===== src/shared/bfp_pkg.sv =====
// Constants for the dual-channel buck fault protection sequencer.
// Assumes one 100 MHz clock and comparator inputs already synchronous to it.
package bfp_pkg;
	localparam int CLK_PERIOD_NS = 10;
	localparam int SW_PERIOD_NS = 3330;
	localparam logic [8:0] SW_PERIOD_CYC = 9'(SW_PERIOD_NS / CLK_PERIOD_NS);
	localparam logic [8:0] HALF_PERIOD_CYC = 9'(SW_PERIOD_NS / CLK_PERIOD_NS / 2);
	localparam int MIN_ON_NS = 100;
	localparam logic [8:0] MIN_ON_CYC = 9'((MIN_ON_NS + CLK_PERIOD_NS - 1) / CLK_PERIOD_NS);
	localparam logic [8:0] MAX_ON_CYC = 9'(SW_PERIOD_NS / CLK_PERIOD_NS - 20);
	localparam int SS_DISCHARGE_NS = 10000;
	localparam logic [10:0] SS_DISCHARGE_CYC = 11'(SS_DISCHARGE_NS / CLK_PERIOD_NS);
	localparam logic [5:0] OC_LATCH_COUNT = 6'h20;
	localparam logic [5:0] OV_LATCH_COUNT = 6'h20;
	localparam logic [3:0] UV_HICCUP_COUNT = 4'h8;
	typedef enum logic [1:0] {BFP_OFF, BFP_SOFTSTART, BFP_RUN, BFP_LATCHED} bfp_state_t;
endpackage


===== src/hw/bfp_sequencer.sv =====
// Per-channel cycle-by-cycle fault protection for a two-phase buck controller.
// Comparator results arrive as synchronous levels; gate pins are three-state.
`timescale 1ns/1ps

module bfp_channel
	import bfp_pkg::*;
(
	input wire logic clk, // System clock
	input wire logic reset, // Synchronous, active high
	input wire logic cycle_start, // Start of this channel's switching cycle
	input wire logic [8:0] duty_cyc, // Requested on-time in clocks
	input wire logic ocp_below, // Switch node below overcurrent_threshold_level
	input wire logic uvp_low, // feedback_input at or below 82% of reference
	input wire logic ovp_high, // feedback_input at or above 116% of reference
	input wire logic en_below_1v, // Soft-start/enable pin below 1V
	input wire logic ss_done_in, // Soft-start ramp reached about 3.2V
	output logic hs_drv, // high_side_gate_drive level
	output logic ls_drv, // Low-side gate drive level
	output logic gate_oe_n, // Gate drivers enabled, active low
	output logic ss_dis, // Soft-start discharge switch on
	output logic oc_latched, // Latched off by overcurrent
	output logic ov_latched // Latched off by overvoltage
);
	bfp_state_t state_r, state_nxt;
	logic [8:0] on_cnt_r;
	logic hs_r, ls_r, oe_n_r, dis_r, ocl_r, ovl_r;
	logic oc_seen_r, ov_seen_r, uv_seen_r;
	logic [5:0] oc_cnt_r, ov_cnt_r;
	logic [3:0] uv_cnt_r;
	logic [10:0] dis_cnt_r;
	logic hiccup_r;

	wire active = (state_r == BFP_SOFTSTART) || (state_r == BFP_RUN);
	// Stays active after this edge; no fresh pulse on a trip edge
	wire active_nxt = (state_nxt == BFP_SOFTSTART) || (state_nxt == BFP_RUN);
	wire ov_armed = (state_r == BFP_RUN);
	wire oc_now = hs_r && ocp_below && active;
	wire ov_now = ov_armed && ovp_high;
	wire min_met = on_cnt_r + 9'h001 >= MIN_ON_CYC;
	wire [8:0] on_target = (duty_cyc < MIN_ON_CYC) ? MIN_ON_CYC :
		((duty_cyc > MAX_ON_CYC) ? MAX_ON_CYC : duty_cyc);
	wire hs_end = oc_now || (min_met && on_cnt_r + 9'h001 >= on_target);
	wire oc_cycle = oc_seen_r || oc_now;
	wire ov_cycle = ov_seen_r || ov_now;
	wire [5:0] oc_cnt_nxt = oc_cycle ? oc_cnt_r + 6'h01 : 6'h00;
	wire [5:0] ov_cnt_nxt = ov_cycle ? ov_cnt_r + 6'h01 : 6'h00;
	wire [3:0] uv_cnt_nxt = (uv_seen_r || uvp_low) ? uv_cnt_r + 4'h1 : 4'h0;
	wire oc_trip = cycle_start && active && (oc_cnt_nxt == OC_LATCH_COUNT);
	wire ov_trip = cycle_start && ov_armed && (ov_cnt_nxt == OV_LATCH_COUNT);
	wire uv_trip = cycle_start && active && (uv_cnt_nxt == UV_HICCUP_COUNT);

	always_comb
	begin
		state_nxt = state_r;
		case (state_r)
			BFP_OFF:
				if (!en_below_1v && !hiccup_r)
					state_nxt = BFP_SOFTSTART;
			BFP_SOFTSTART, BFP_RUN:
			begin
				if (en_below_1v)
					state_nxt = BFP_OFF;
				else if (oc_trip || ov_trip)
					state_nxt = BFP_LATCHED;
				else if (uv_trip)
					state_nxt = BFP_OFF;
				else if (state_r == BFP_SOFTSTART && ss_done_in)
					state_nxt = BFP_RUN;
			end
			BFP_LATCHED:
				if (en_below_1v)
					state_nxt = BFP_OFF;
			default:
				state_nxt = BFP_OFF;
		endcase
	end

	always_ff @(posedge clk)
	begin
		if (reset)
			state_r <= BFP_OFF;
		else
			state_r <= state_nxt;
	end

	// Hiccup: discharge soft-start cap for a fixed time, then release
	always_ff @(posedge clk)
	begin
		if (reset || en_below_1v)
		begin
			hiccup_r <= 1'b0;
			dis_cnt_r <= '0;
		end
		else if (uv_trip && state_nxt == BFP_OFF)
		begin
			hiccup_r <= 1'b1;
			dis_cnt_r <= SS_DISCHARGE_CYC;
		end
		else if (hiccup_r)
		begin
			dis_cnt_r <= dis_cnt_r - 11'h001;
			if (dis_cnt_r == 11'h001)
				hiccup_r <= 1'b0;
		end
	end

	// Per-cycle fault counters, evaluated at each cycle boundary
	always_ff @(posedge clk)
	begin
		if (reset || !active)
		begin
			oc_cnt_r <= '0;
			ov_cnt_r <= '0;
			uv_cnt_r <= '0;
			oc_seen_r <= 1'b0;
			ov_seen_r <= 1'b0;
			uv_seen_r <= 1'b0;
		end
		else if (cycle_start)
		begin
			oc_cnt_r <= oc_cnt_nxt;
			ov_cnt_r <= ov_cnt_nxt;
			uv_cnt_r <= uv_cnt_nxt;
			oc_seen_r <= 1'b0;
			ov_seen_r <= 1'b0;
			uv_seen_r <= 1'b0;
		end
		else
		begin
			oc_seen_r <= oc_cycle;
			ov_seen_r <= ov_cycle;
			uv_seen_r <= uv_seen_r || uvp_low;
		end
	end

	// High-side pulse timing
	always_ff @(posedge clk)
	begin
		if (reset || !active)
		begin
			hs_r <= 1'b0;
			on_cnt_r <= '0;
		end
		else if (cycle_start && !ov_now && active_nxt)
		begin
			hs_r <= 1'b1;
			on_cnt_r <= '0;
		end
		else if (hs_r)
		begin
			on_cnt_r <= on_cnt_r + 9'h001;
			if (hs_end || ov_now)
				hs_r <= 1'b0;
		end
	end

	always_ff @(posedge clk)
	begin
		if (reset)
		begin
			ls_r <= 1'b0;
			oe_n_r <= 1'b1;
			dis_r <= 1'b1;
			ocl_r <= 1'b0;
			ovl_r <= 1'b0;
		end
		else
		begin
			ls_r <= active && (ov_now || (!hs_r && !cycle_start));
			oe_n_r <= (state_nxt != BFP_SOFTSTART && state_nxt != BFP_RUN);
			dis_r <= (hiccup_r && dis_cnt_r != 11'h001) || (uv_trip && state_nxt == BFP_OFF);
			if (state_nxt == BFP_LATCHED && state_r != BFP_LATCHED)
			begin
				ocl_r <= oc_trip;
				ovl_r <= ov_trip && !oc_trip;
			end
			else if (state_nxt != BFP_LATCHED)
			begin
				ocl_r <= 1'b0;
				ovl_r <= 1'b0;
			end
		end
	end

	assign hs_drv = hs_r;
	assign ls_drv = ls_r;
	assign gate_oe_n = oe_n_r;
	assign ss_dis = dis_r;
	assign oc_latched = ocl_r;
	assign ov_latched = ovl_r;

	a_latch_gates_off: assert property (@(posedge clk) disable iff (reset)
		state_r == BFP_LATCHED |-> gate_oe_n && !hs_drv)
		else $error("latched channel gates not three-stated");
	a_oc_ends_pulse: assert property (@(posedge clk) disable iff (reset)
		oc_now |=> !hs_drv)
		else $error("overcurrent did not end high pulse");
	a_ov_unarmed_ss: assert property (@(posedge clk) disable iff (reset)
		state_r == BFP_SOFTSTART |-> !ov_now)
		else $error("overvoltage armed during soft-start");
	a_ov_holds_low: assert property (@(posedge clk) disable iff (reset)
		ov_now && !en_below_1v && !ov_trip |=> ls_drv)
		else $error("low gate not held on overvoltage");
	a_ov_no_discharge: assert property (@(posedge clk) disable iff (reset)
		ov_trip && !en_below_1v |=> !ss_dis)
		else $error("soft-start discharged on overvoltage latch");
	a_latch_stays: assert property (@(posedge clk) disable iff (reset)
		state_r == BFP_LATCHED && !en_below_1v |=> state_r == BFP_LATCHED)
		else $error("latch released without enable low");
	a_oc_count_clear: assert property (@(posedge clk) disable iff (reset)
		cycle_start && active && !oc_cycle |=> oc_cnt_r == 6'h00)
		else $error("overcurrent count not cleared");
	a_min_on_time: assert property (@(posedge clk) disable iff (reset)
		$fell(hs_drv) && !$past(oc_now) && !$past(ov_now) && $past(active)
		|-> $past(on_cnt_r) + 9'h001 >= MIN_ON_CYC)
		else $error("high pulse shorter than minimum");
	a_uv_hiccup: assert property (@(posedge clk) disable iff (reset)
		uv_trip && !oc_trip && !ov_trip && !en_below_1v |=> ss_dis)
		else $error("undervoltage did not start hiccup");
	c_oc_latch: cover property (@(posedge clk) disable iff (reset) oc_trip);
	c_ov_latch: cover property (@(posedge clk) disable iff (reset) ov_trip);
	c_hiccup: cover property (@(posedge clk) disable iff (reset) uv_trip);
endmodule

module bfp_sequencer
	import bfp_pkg::*;
(
	input wire logic clk, // System clock, 100 MHz
	input wire logic reset, // Synchronous, active high
	input wire logic [1:0][8:0] duty_cyc, // On-time request per channel
	input wire logic [1:0] ocp_below, // Switch node below threshold
	input wire logic [1:0] uvp_low, // Undervoltage comparator
	input wire logic [1:0] ovp_high, // Overvoltage comparator
	input wire logic [1:0] en_below_1v, // Enable pin below 1V
	input wire logic [1:0] ss_done_in, // Soft-start ramp complete
	output logic [1:0] hs_gate_o, // High gate output value
	output logic [1:0] hs_gate_oe_n, // High gate enable, active low
	output logic [1:0] ls_gate_o, // Low gate output value
	output logic [1:0] ls_gate_oe_n, // Low gate enable, active low
	output logic [1:0] ss_discharge, // Soft-start discharge switch
	output logic [1:0] oc_latched, // Overcurrent latch-off
	output logic [1:0] ov_latched // Overvoltage latch-off
);
	logic [8:0] phase_r;
	logic [1:0] start_r;
	logic [1:0] oe_n;

	always_ff @(posedge clk)
	begin
		if (reset)
			phase_r <= '0;
		else if (phase_r == SW_PERIOD_CYC - 9'h001)
			phase_r <= '0;
		else
			phase_r <= phase_r + 9'h001;
	end

	always_ff @(posedge clk)
	begin
		if (reset)
			start_r <= '0;
		else
			start_r <= {phase_r == HALF_PERIOD_CYC, phase_r == 9'h000};
	end

	a_antiphase: assert property (@(posedge clk) disable iff (reset)
		start_r[0] |-> ##(HALF_PERIOD_CYC) start_r[1])
		else $error("channels not in antiphase");
	c_both_run: cover property (@(posedge clk) disable iff (reset) &(~oe_n));

	for (genvar ch = 0; ch < 2; ch++)
	begin : g_ch
		bfp_channel u_ch (
			.clk(clk),
			.reset(reset),
			.cycle_start(start_r[ch]),
			.duty_cyc(duty_cyc[ch]),
			.ocp_below(ocp_below[ch]),
			.uvp_low(uvp_low[ch]),
			.ovp_high(ovp_high[ch]),
			.en_below_1v(en_below_1v[ch]),
			.ss_done_in(ss_done_in[ch]),
			.hs_drv(hs_gate_o[ch]),
			.ls_drv(ls_gate_o[ch]),
			.gate_oe_n(oe_n[ch]),
			.ss_dis(ss_discharge[ch]),
			.oc_latched(oc_latched[ch]),
			.ov_latched(ov_latched[ch])
		);
	end

	assign hs_gate_oe_n = oe_n;
	assign ls_gate_oe_n = oe_n;
endmodule


===== config.mk =====
export PLATFORM = sky130hd
export DESIGN_NAME = bfp_sequencer
export DESIGN_NICKNAME = d
export VERILOG_FILES = /design/src/shared/bfp_pkg.sv /design/src/hw/bfp_sequencer.sv
export SDC_FILE = /design/constraint.sdc
export NUM_CORES = 1
export LEC_CHECK = 0
export BUFFER_PORTS_ARGS = -buffer_cell sky130_fd_sc_hd__buf_2
export CAP_MARGIN = 30
export CORE_UTILIZATION = 54
export CTS_BUF_LIST = sky130_fd_sc_hd__clkbuf_4 sky130_fd_sc_hd__clkbuf_8
export DETAILED_ROUTE_END_ITERATION = 6
export GPL_ROUTABILITY_DRIVEN = 0
export HOLD_SLACK_MARGIN = 0.02
export PLACE_DENSITY = 0.75
export SLEW_MARGIN = 30
export SYNTH_ARGS = -nofsm -noshare
export SYNTH_HDL_FRONTEND = slang
export SYNTH_SLANG_ARGS = --single-unit

===== constraint.sdc =====
create_clock -name clk -period 4.7 [get_ports clk]
set_clock_uncertainty 0.2 [all_clocks]
set_input_delay 0.94 -clock clk [delete_from_list [all_inputs] [get_ports clk]]
set_output_delay 0.94 -clock clk [all_outputs]
set_load 0.02 [all_outputs]

==> reports/qor.txt, run 1 <==
Sink Count: 107
Tot GR Track Use: 0.222
Yosys top cell area share: 0.330
DR WL/cell: 13.8 um
area of the multi-input gates: 4010 sq um
largest family of logic cells by synthesized area: simple AND/OR/NAND/NOR gates
DRT iter0 DRCs: 350
Peak VDD IR: 0.117 mV
Die ar.: 12500 sq um
cell accounting for the most synthesized area: dfxtp_1
DRT antenna net count: 0
Yosys Warn Count: 0
post-route setup slack: 0.942 ns
outcome: finished, violations left
failing checks: design-rule violations
Compound-Gate Fraction of Synth Area: 0.183
headroom to the max-slew limit: 0.439
MaxCap Viol Count: 0
Sequential Area: 2140 sq um
Critical Path End Type: register
first-pass GRT wire length: 23100 um
Post-Syn Nets: 887
Die W: 112 um
Post-DP HPWL: 9970 um
Synth area leaders: dfxtp_1, ha_1, nor2_1
fmax: 266 MHz
multiplexer share of the synthesized area: 0.0108
EDFF count, synth: 0
kind of critical path: reg2reg
via count: 5694
number of global-route vias before repair: 5319
Pwr per Cell Area: 239 nW/um^2
Die Y-Extent: 112 um
Antenna diodes: 0
core area: 11600 sq um
Final period util: 0.800
CTS tree: yes
final setup fails: 0
IO buf count: 43
count leader, synth: nor2_1
Adder-Cell Fraction of Synth Area: 0.0906
clock root buffer: clkbuf_8
number of H-tree levels: 3
Mean Syn Cell Area: 8.01 sq um
Synth Register Bits: 107
Yosys cell types: 67
largest net degree at the start of global routing: 23
Max Root-Sink Buffers: 2
Top-Level Pins: 44
dpl ws: 0.963 ns
CTS buffer count: 9
crit path time final: 3.76 ns
synth-to-layout area growth: 5.45%
Simple-Gate Fraction of Synth Area: 0.246
Resized cells post-CTS: 0
Hold Vio Cnt, Final: 0
WL final: 13300 um
clk slew on worst S/H paths: 0.09 ns
actual slew at the worst max-slew pin: 0.841 ns
RSZ-0062 raised after global routing: no
initial antenna violation count: 0
Leak: 2.68 nW
worst hold path class: reg2reg
Synth Instances: 810
sequential area share after synthesis: 0.330
crit path DAT: 3.85 ns
TNS Setup: 0 ns
XOR/XNOR Fraction of Synth Area: 0.0864
GRT overflow: 0
final-layout fill cell count: 1036
drc violations: 6
maximum fanout along the worst path: 10
drt pass-1 iters: 7
top post-synthesis cells by count: nor2_1, dfxtp_1, a21oi_1
# nets final: 898
Async SR Flop Fraction: 0
worst-skew pair later-pin latency: 0.38 ns
starting density of the core: 0.561
top_reg_cell synth: dfxtp_1
Vias/cell: 5.88
share of cells above drive strength 1: 0.0885
CP startpoint kind: register
num rows: 39
Slew Viols, Final: 0
Post-CTS Hold Buffers: 0
Cell Area, Synth: 6490 sq um
postcts setup bufs: 0
Worst Path Required: 4.79 ns
path summary, 6_finish.rpt:
kind / startpoint / endpoint / slack [ns] / cells past startpoint
setup / recovery: g_ch[0].u_ch.state_r[1] / g_ch[0].u_ch.on_cnt_r[1] / 0.94 / 11
hold reg to reg: g_ch[0].u_ch.ov_latched / g_ch[0].u_ch.ov_latched / 0.27 / 2
hold / removal: g_ch[0].u_ch.ov_latched / g_ch[0].u_ch.ov_latched / 0.27 / 2
setup reg to reg: g_ch[0].u_ch.state_r[1] / g_ch[0].u_ch.on_cnt_r[1] / 0.94 / 11
cells in the final DEF (no fill, tap or decap), types with 3 or more instances in the layout:
master     count
inv_1         28
or4_1          4
nand2b_1      13
a2bb2oi_1      3
nor2_1       110
nand3_1       31
clkbuf_8      12
nor3b_1        3
dfxtp_1      107
o21a_1         7
o22ai_1        3
xor2_1        35
or3_1         12
nor3_1        29
a21oi_1       69
or2_2          6
nand4_1       17
nor4_1         7
o211ai_1       5
o21ai_0       30
a21o_1        10
nand2_1       67
ha_1          47
nand4b_1       5
buf_2         43
nor2b_1        8
and3_1         4
xnor2_1       29
a31oi_1        9
mux2i_1        7
a22oi_1        4
o31ai_1        3
nor4b_1        3
a211oi_1       9
registers in the layout, summed over array words and instances, names as in the netlist, 4 cells and up:
register and flops:
g_ch.u_ch.state_r 4, g_ch.u_ch.dis_cnt_r 22, g_ch.u_ch.uv_cnt_r 8, g_ch.u_ch.oc_cnt_r 12, g_ch.u_ch.ov_cnt_r 12, g_ch.u_ch.on_cnt_r 18, phase_r 9
layer usage:
layer | share of wire | global-route usage | wire length, um | up-vias
li1 | - | - | - | 2882
met1 | 0.47 | 0.278 | 6300 | 2665
met2 | 0.47 | 0.370 | 6340 | 128
met3 | 0.037 | 0.0365 | 494 | 19
met4 | 0.016 | 0.109 | 212 | 0
met5 | 0 | 0 | 0 | -
final cells by class:
class                           instances  area share
Multi-Input combinational cell        629       0.585
Sequential cell                       107       0.313
Timing Repair Buffer                   44      0.0325
Tap cell                              143      0.0261
Clock buffer                           13      0.0252
Inverter                               30      0.0165
Clock inverter                          2     0.00146
metrics by stage:
| step | total power (W) | std cells | instance area (sq um) | util | hold WS, ns |
|---|---|---|---|---|---|
| finish | 0.00164 | 968 | 6850 | 0.592 | 0.267 |
| global route | 0.00171 | 968 | 6850 | 0.592 | 0.301 |
| CTS | 0.00165 | 968 | 6850 | 0.592 | 0.275 |
| detailed placement | 0.00112 | 953 | 6660 | 0.576 | 0.258 |
| global placement | 0.00112 | 953 | 6660 | 0.576 | 0.255 |
| floorplan | 0.00108 | 810 | 6490 | - | 0.230 |
cells by family (layout without fill, tap and decap cells):
group / after synthesis / count (layout)
simple gates: 330 / 330
buf+inv: 74 / 89
fa+ha+maj: 47 / 47
mux: 7 / 7
compound gates: 181 / 181
xor+xnor: 64 / 64
flops: 107 / 107
worst max-delay path, stage by stage (launching register included):
cell and delay (ns):
dfxtp_1 0.46, inv_1 0.13, ha_1 0.47, nand2_1 0.08, or4_1 0.52, a2111oi_4 0.41
nor3_1 0.16, o22a_1 0.25, ha_1 0.34, nand3_1 0.14, nand2b_1 0.22, a211oi_1 0.28
report_power, final:
part | internal, W | leakage, nW | total (W) | switching (W)
clock | 0.000238 | 0.0987 | 0.000532 | 0.000294
sequential | 0.000917 | 0.865 | 0.000930 | 0.0000132
combinational | 0.0000641 | 1.72 | 0.000173 | 0.000109
Note: power is estimated with default switching activity, not from simulation.
==> inputs of run 2 (changes only) <==
--- a/config.mk
+++ b/config.mk
@@ -12,7 +12,7 @@
 export DETAILED_ROUTE_END_ITERATION = 6
 export GPL_ROUTABILITY_DRIVEN = 0
 export HOLD_SLACK_MARGIN = 0.02
-export PLACE_DENSITY = 0.75
+export PLACE_DENSITY = 0.78
 export SLEW_MARGIN = 30
 export SYNTH_ARGS = -nofsm -noshare
 export SYNTH_HDL_FRONTEND = slang
==> constraint.sdc (replaced) <==
create_clock -name clk -period 3.41 [get_ports clk]
set_clock_uncertainty 0.2 [all_clocks]
set_input_delay 0.682 -clock clk [delete_from_list [all_inputs] [get_ports clk]]
set_output_delay 0.682 -clock clk [all_outputs]
set_load 0.02 [all_outputs]
==> run 2 against run 1 <==
Effect of this change: the run still ends with design-rule violations left; global-route usage up 0.56 points; first-iteration DRC count up 13%; sequential share of layout area down 0.50 points; via count up 0.18%; worst hold slack better by 0.0032 ns; non-clock buffer count up 15; utilization up 1.0 points; critical endpoint unchanged; highest routed layer unchanged.
==> reports/qor.txt, run 2 (same netlist as run 1, synthesis figures left out) <==
clock root buffer: clkbuf_8
fmax: 317 MHz
crit path DAT: 3.25 ns
DRT iter0 DRCs: 395
Leak: 2.75 nW
final-layout fill cell count: 1033
crit-path max cell delay: 0.51 ns
CP dominant cell by count: ha_1
MaxCap Viol Count: 0
outcome: finished, violations left
Top Registers: g_ch.u_ch.dis_cnt_r (22), g_ch.u_ch.on_cnt_r (18)
synth-to-layout area growth: 7.23%
Final period util: 0.925
Hold Startpoint: g_ch[0].u_ch.ov_latched
Biggest register: g_ch.u_ch.dis_cnt_r
Antenna diodes: 0
first-pass GRT wire length: 23800 um
Pwr per Cell Area: 322 nW/um^2
headroom to the max-slew limit: 0.554
Sink Count: 107
largest net degree at the start of global routing: 23
Die Y-Extent: 112 um
share of cells above drive strength 1: 0.107
kind of critical path: reg2reg
GRT overflow: 0
Reg2Reg Depth: 11
Die W: 112 um
drt pass-1 iters: 7
hold-critical path depth: 2
Hold Path End: g_ch[0].u_ch.ov_latched
Resized cells post-CTS: 0
# placed instances: 968
CP Cell Sequence: inv_1 > ha_1 > nand2_1 > or4_1 > a2111oi_4 > nor3_1 > o22a_1 > ha_1 > nand3_1 > nand2b_2 > a211oi_1
number of global-route vias before repair: 5349
commonest non-fill, non-tap cells in the layout: nor2_1, dfxtp_1, a21oi_1
Switching Share: 0.261
DRT antenna net count: 0
Post-CTS Hold Buffers: 0
Slew Viols, Final: 0
Critical Path End Type: register
Clk pwr share: 0.315
Die ar.: 12500 sq um
TNS Setup: 0 ns
failing checks: design-rule violations
initial antenna violation count: 0
IO buf count: 43
via count: 5704
final setup fails: 0
starting density of the core: 0.561
Worst Path Required: 3.51 ns
CTS buffer count: 9
crit path time final: 3.16 ns
Top-Level Pins: 44
worst hold path class: reg2reg
Top delay family on crit path: simple AND/OR/NAND/NOR gates
CTS tree: yes
worst path bufs/invs: 1
Peak VDD IR: 0.154 mV
Tot GR Track Use: 0.227
drc violations: 4
switching pwr: 0.000584 W
RSZ-0062 raised after global routing: no
most common cell after layout, fill and taps aside: nor2_1
Sequential Area: 2140 sq um
postcts setup bufs: 0
Post-DP HPWL: 10100 um
maximum fanout along the worst path: 9
crit path max-delay cell type: or4_1
worst-skew pair later-pin latency: 0.38 ns
core area: 11600 sq um
Combinational Power Share: 0.114
number of H-tree levels: 3
reg2reg end: g_ch[0].u_ch.on_cnt_r[1]
Hold Vio Cnt, Final: 0
Max Root-Sink Buffers: 2
num rows: 39
# nets final: 913
CP startpoint kind: register
critical register-to-register path startpoint: g_ch[0].u_ch.state_r[0]
Sequential Power Share: 0.570
Post-Layout Cell Count: 982
internal cell power: 0.00166 W
area of the multi-input gates: 4020 sq um
actual slew at the worst max-slew pin: 0.662 ns
DR WL/cell: 13.8 um
Worst R2R Setup Slack: 0.25 ns
max reg flops: 22
WL final: 13500 um
clk slew on worst S/H paths: 0.10 ns
Vias/cell: 5.81
==> run 2: cell type report <==
class | instances | share of cell area
clock inverters | 2 | 0.00198
inverters | 30 | 0.0162
repair buffers | 59 | 0.0482
flip-flops and latches | 107 | 0.308
multi-input cells | 629 | 0.578
clock buffers | 12 | 0.0219
well taps | 143 | 0.0257
==> run 2: stage by stage <==
step / utilization / total power (W) / setup WS, ns / area (sq um) / hold WS [ns]
3_3_place_gp: 0.586 / 0.00155 / 0.253 / 6780 / 0.255
3_5_place_dp: 0.586 / 0.00156 / 0.153 / 6780 / 0.260
5_1_grt: 0.602 / 0.00233 / 0.0200 / 6960 / 0.303
2_1_floorplan: - / 0.00149 / 0.0932 / 6490 / 0.230
6_report: 0.602 / 0.00224 / 0.255 / 6960 / 0.270
4_1_cts: 0.600 / 0.00224 / 0.129 / 6940 / 0.273
==> run 2: worst max path at each step <==
stage / depth (start not counted) / start / to / slack (ns)
2_1_floorplan: 13 / g_ch[0].u_ch.state_r[1] / g_ch[0].u_ch.on_cnt_r[1] / 0.09
3_3_place_gp: 11 / g_ch[0].u_ch.state_r[0] / g_ch[0].u_ch.on_cnt_r[1] / 0.25
3_5_place_dp: 11 / g_ch[0].u_ch.state_r[0] / g_ch[0].u_ch.on_cnt_r[1] / 0.15
4_1_cts: 11 / g_ch[0].u_ch.state_r[0] / g_ch[0].u_ch.on_cnt_r[1] / 0.13
5_1_grt: 11 / g_ch[1].u_ch.state_r[0] / g_ch[1].u_ch.on_cnt_r[1] / 0.02
6_report: 11 / g_ch[0].u_ch.state_r[0] / g_ch[0].u_ch.on_cnt_r[1] / 0.25
==> run 2: tightest hold or removal path, delay by kind of cell (launching register included) <==
| family | cells | cell delay [ns] |
|---|---|---|
| DFF | 1 | 0.33 |
| AOI/OAI and AO/OA | 1 | 0.05 |
| and+or+nand+nor | 1 | 0.05 |
==> run 2: power by group through the flow <==
stage	Clock, W	Combinational, W	Sequential, W
3_3_place_gp	0	0.000244	0.00130
5_1_grt	0.000764	0.000287	0.00128
3_5_place_dp	0	0.000253	0.00131
6_report	0.000706	0.000256	0.00128
4_1_cts	0.000714	0.000253	0.00128
2_1_floorplan	0	0.000184	0.00130
==> run 2: routing by layer <==
layer  up-vias  track usage  share of wire
li1       2911            -              -
met1      2655        0.287           0.47
met2       120        0.395           0.48
met3        18       0.0299          0.034
met4         0       0.0838          0.016
met5         -            0              0
==> inputs of run 3 (changes only) <==
--- a/config.mk
+++ b/config.mk
@@ -5,6 +5,7 @@
 export SDC_FILE = /design/constraint.sdc
 export NUM_CORES = 1
 export LEC_CHECK = 0
+export ABC_AREA = 1
 export BUFFER_PORTS_ARGS = -buffer_cell sky130_fd_sc_hd__buf_2
 export CAP_MARGIN = 30
 export CORE_UTILIZATION = 54
@@ -13,6 +14,7 @@
 export GPL_ROUTABILITY_DRIVEN = 0
 export HOLD_SLACK_MARGIN = 0.02
 export PLACE_DENSITY = 0.78
+export REMOVE_ABC_BUFFERS = 1
 export SLEW_MARGIN = 30
 export SYNTH_ARGS = -nofsm -noshare
 export SYNTH_HDL_FRONTEND = slang
==> run 3 against run 2 <==
Effect of this change: the flow now finishes without violations; design area is 4.0% lower; clock power is 2% higher; via count is 2.5% lower; critical path type unchanged; largest power group unchanged.
==> reports/qor.txt, run 3 <==
outcome: completed
design area: 6690 sq um
count leader, synth: nand2_1
CTS tree: yes
top_reg_cell synth: dfxtp_1
largest family of logic cells by synthesized area: simple AND/OR/NAND/NOR gates
first-pass GRT wire length: 20400 um
Leak: 3.04 nW
fmax: 334 MHz
max reg flops: 22
Fin Hold WS: 0.264 ns
Tot GR Track Use: 0.212
Antenna diodes: 0
sequential area share after synthesis: 0.342
GRT overflow: 0
Sink Count: 107
TNS Setup: 0 ns
Die W: 110 um
dpl ws: 0.396 ns
number of global-route vias before repair: 4916
kind of critical path: reg2reg
drc violations: 0
Yosys Warn Count: 0
Compound-Gate Fraction of Synth Area: 0.133
number of H-tree levels: 3
post-route setup slack: 0.418 ns
largest net degree at the start of global routing: 17
EDFF count, synth: 0
synth-to-layout area growth: 6.75%
crit path DAT: 3.10 ns
actual slew at the worst max-slew pin: 0.591 ns
Cell Area, Synth: 6260 sq um
MaxCap Viol Count: 0
clock root buffer: clkbuf_8
top post-synthesis cells by count: nand2_1, inv_1, dfxtp_1
share of cells above drive strength 1: 0.104
worst hold path class: reg2reg
Top-Level Pins: 44
Final period util: 0.877
Post-DP HPWL: 9290 um
Max Root-Sink Buffers: 2
dpl cell area: 6500 sq um
num rows: 38
Post-CTS Hold Buffers: 0
Hold Vio Cnt, Final: 0
Die ar.: 12000 sq um
Yosys top cell area share: 0.342
cell accounting for the most synthesized area: dfxtp_1
Die Y-Extent: 110 um
multiplexer share of the synthesized area: 0
Yosys cell types: 41
clk slew on worst S/H paths: 0.09 ns
worst-skew pair later-pin latency: 0.37 ns
Synth area leaders: dfxtp_1, nand2_1, ha_1
Biggest register: g_ch.u_ch.dis_cnt_r
final setup fails: 0
Mean Syn Cell Area: 6.99 sq um
starting density of the core: 0.565
via count: 5564
core area: 11100 sq um
drt pass-1 iters: 4
crit path time final: 2.99 ns
DR WL/cell: 11.3 um
Peak VDD IR: 0.253 mV
Vias/cell: 5.20
Worst Path Required: 3.52 ns
RSZ-0062 raised after global routing: no
Simple-Gate Fraction of Synth Area: 0.303
Synth Instances: 896
Adder-Cell Fraction of Synth Area: 0.0939
CP startpoint kind: register
Critical Path End Type: register
DRT antenna net count: 0
headroom to the max-slew limit: 0.604
DRT iter0 DRCs: 225
WL final: 12100 um
CTS buffer count: 9
most common cell after layout, fill and taps aside: nand2_1
maximum fanout along the worst path: 6
Synth Register Bits: 107
initial antenna violation count: 0
postcts setup bufs: 0
# nets final: 1003
XOR/XNOR Fraction of Synth Area: 0.0210
Pwr per Cell Area: 445 nW/um^2
final-layout fill cell count: 1056
Resized cells post-CTS: 0
Top Registers: g_ch.u_ch.dis_cnt_r (22), g_ch.u_ch.on_cnt_r (18)
IO buf count: 43
Slew Viols, Final: 0
Async SR Flop Fraction: 0
commonest non-fill, non-tap cells in the layout: nand2_1, inv_1, dfxtp_1
run 3: cell types whose count changed after synthesis, sizes merged, moves of 18 or more:
cell   delta
nand2   +132
inv      +99
nand3    +47
xor2     -26
o21ai    +24
xnor2    -23
nor3     -18
run 3: worst paths after layout:
check,from,endpoint,slack [ns],depth (start not counted)
worst max-delay path,g_ch[0].u_ch.state_r[0],g_ch[0].u_ch.on_cnt_r[5],0.42,18
worst min-delay path,g_ch[1].u_ch.dis_cnt_r[1],g_ch[1].u_ch.dis_cnt_r[1],0.26,2
worst max register to register,g_ch[0].u_ch.state_r[0],g_ch[0].u_ch.on_cnt_r[5],0.42,18
worst min register to register,g_ch[1].u_ch.dis_cnt_r[1],g_ch[1].u_ch.dis_cnt_r[1],0.26,2
run 3: per-layer routing:
layer	global-route usage	routed length (um)	vias up
met5	0	0	-
met4	0.0848	185	0
li1	-	-	2997
met3	0.0255	361	14
met2	0.367	5660	82
met1	0.266	5910	2471
run 3: logic make-up after synthesis:
logic type               after synthesis
flip-flops                           107
adder cells (fa/ha/maj)               47
buffers and inverters                158
AO/OA/AOI/OAI                        149
AND/OR/NAND/NOR                      420
XOR/XNOR                              15
run 3: final cells by class:
class,count,area [sq um],share of cell area
clock buffer,12,159,0.0238
clock inverter,4,25.0,0.00374
inverter,130,488,0.0730
multi-input combinational,631,3450,0.516
sequential,107,2140,0.320
tap,140,175,0.0262
timing repair buffer,47,245,0.0367
run 3: critical path, cell delays in order (launching register included):
cell and delay (ns):
dfxtp_1 0.38, inv_1 0.10, ha_1 0.36, nand3_2 0.11
nand2_1 0.13, nand2_1 0.11, nand2_1 0.05, nor2_1 0.17
nand3_2 0.11, nand3_1 0.08, nand2_1 0.05, nand2_1 0.07
nand2_2 0.07, ha_1 0.31, nand3_1 0.13, nand2_1 0.15
inv_1 0.13, o21ai_0 0.09, a21oi_1 0.11
run 3: report_power, final:
part / total, W / switching [W] / internal [W]
registers: 0.00137 / 0.0000509 / 0.00132
clock network: 0.000722 / 0.000410 / 0.000311
logic: 0.000883 / 0.000587 / 0.000296
run 3: metrics by stage:
step                      power [W]   util  instances
after floorplan             0.00203      -        868
after global placement      0.00227  0.587       1055
after detailed placement    0.00227  0.587       1055
after CTS                   0.00300  0.603       1071
after global routing        0.00318  0.603       1071
final                       0.00297  0.603       1071
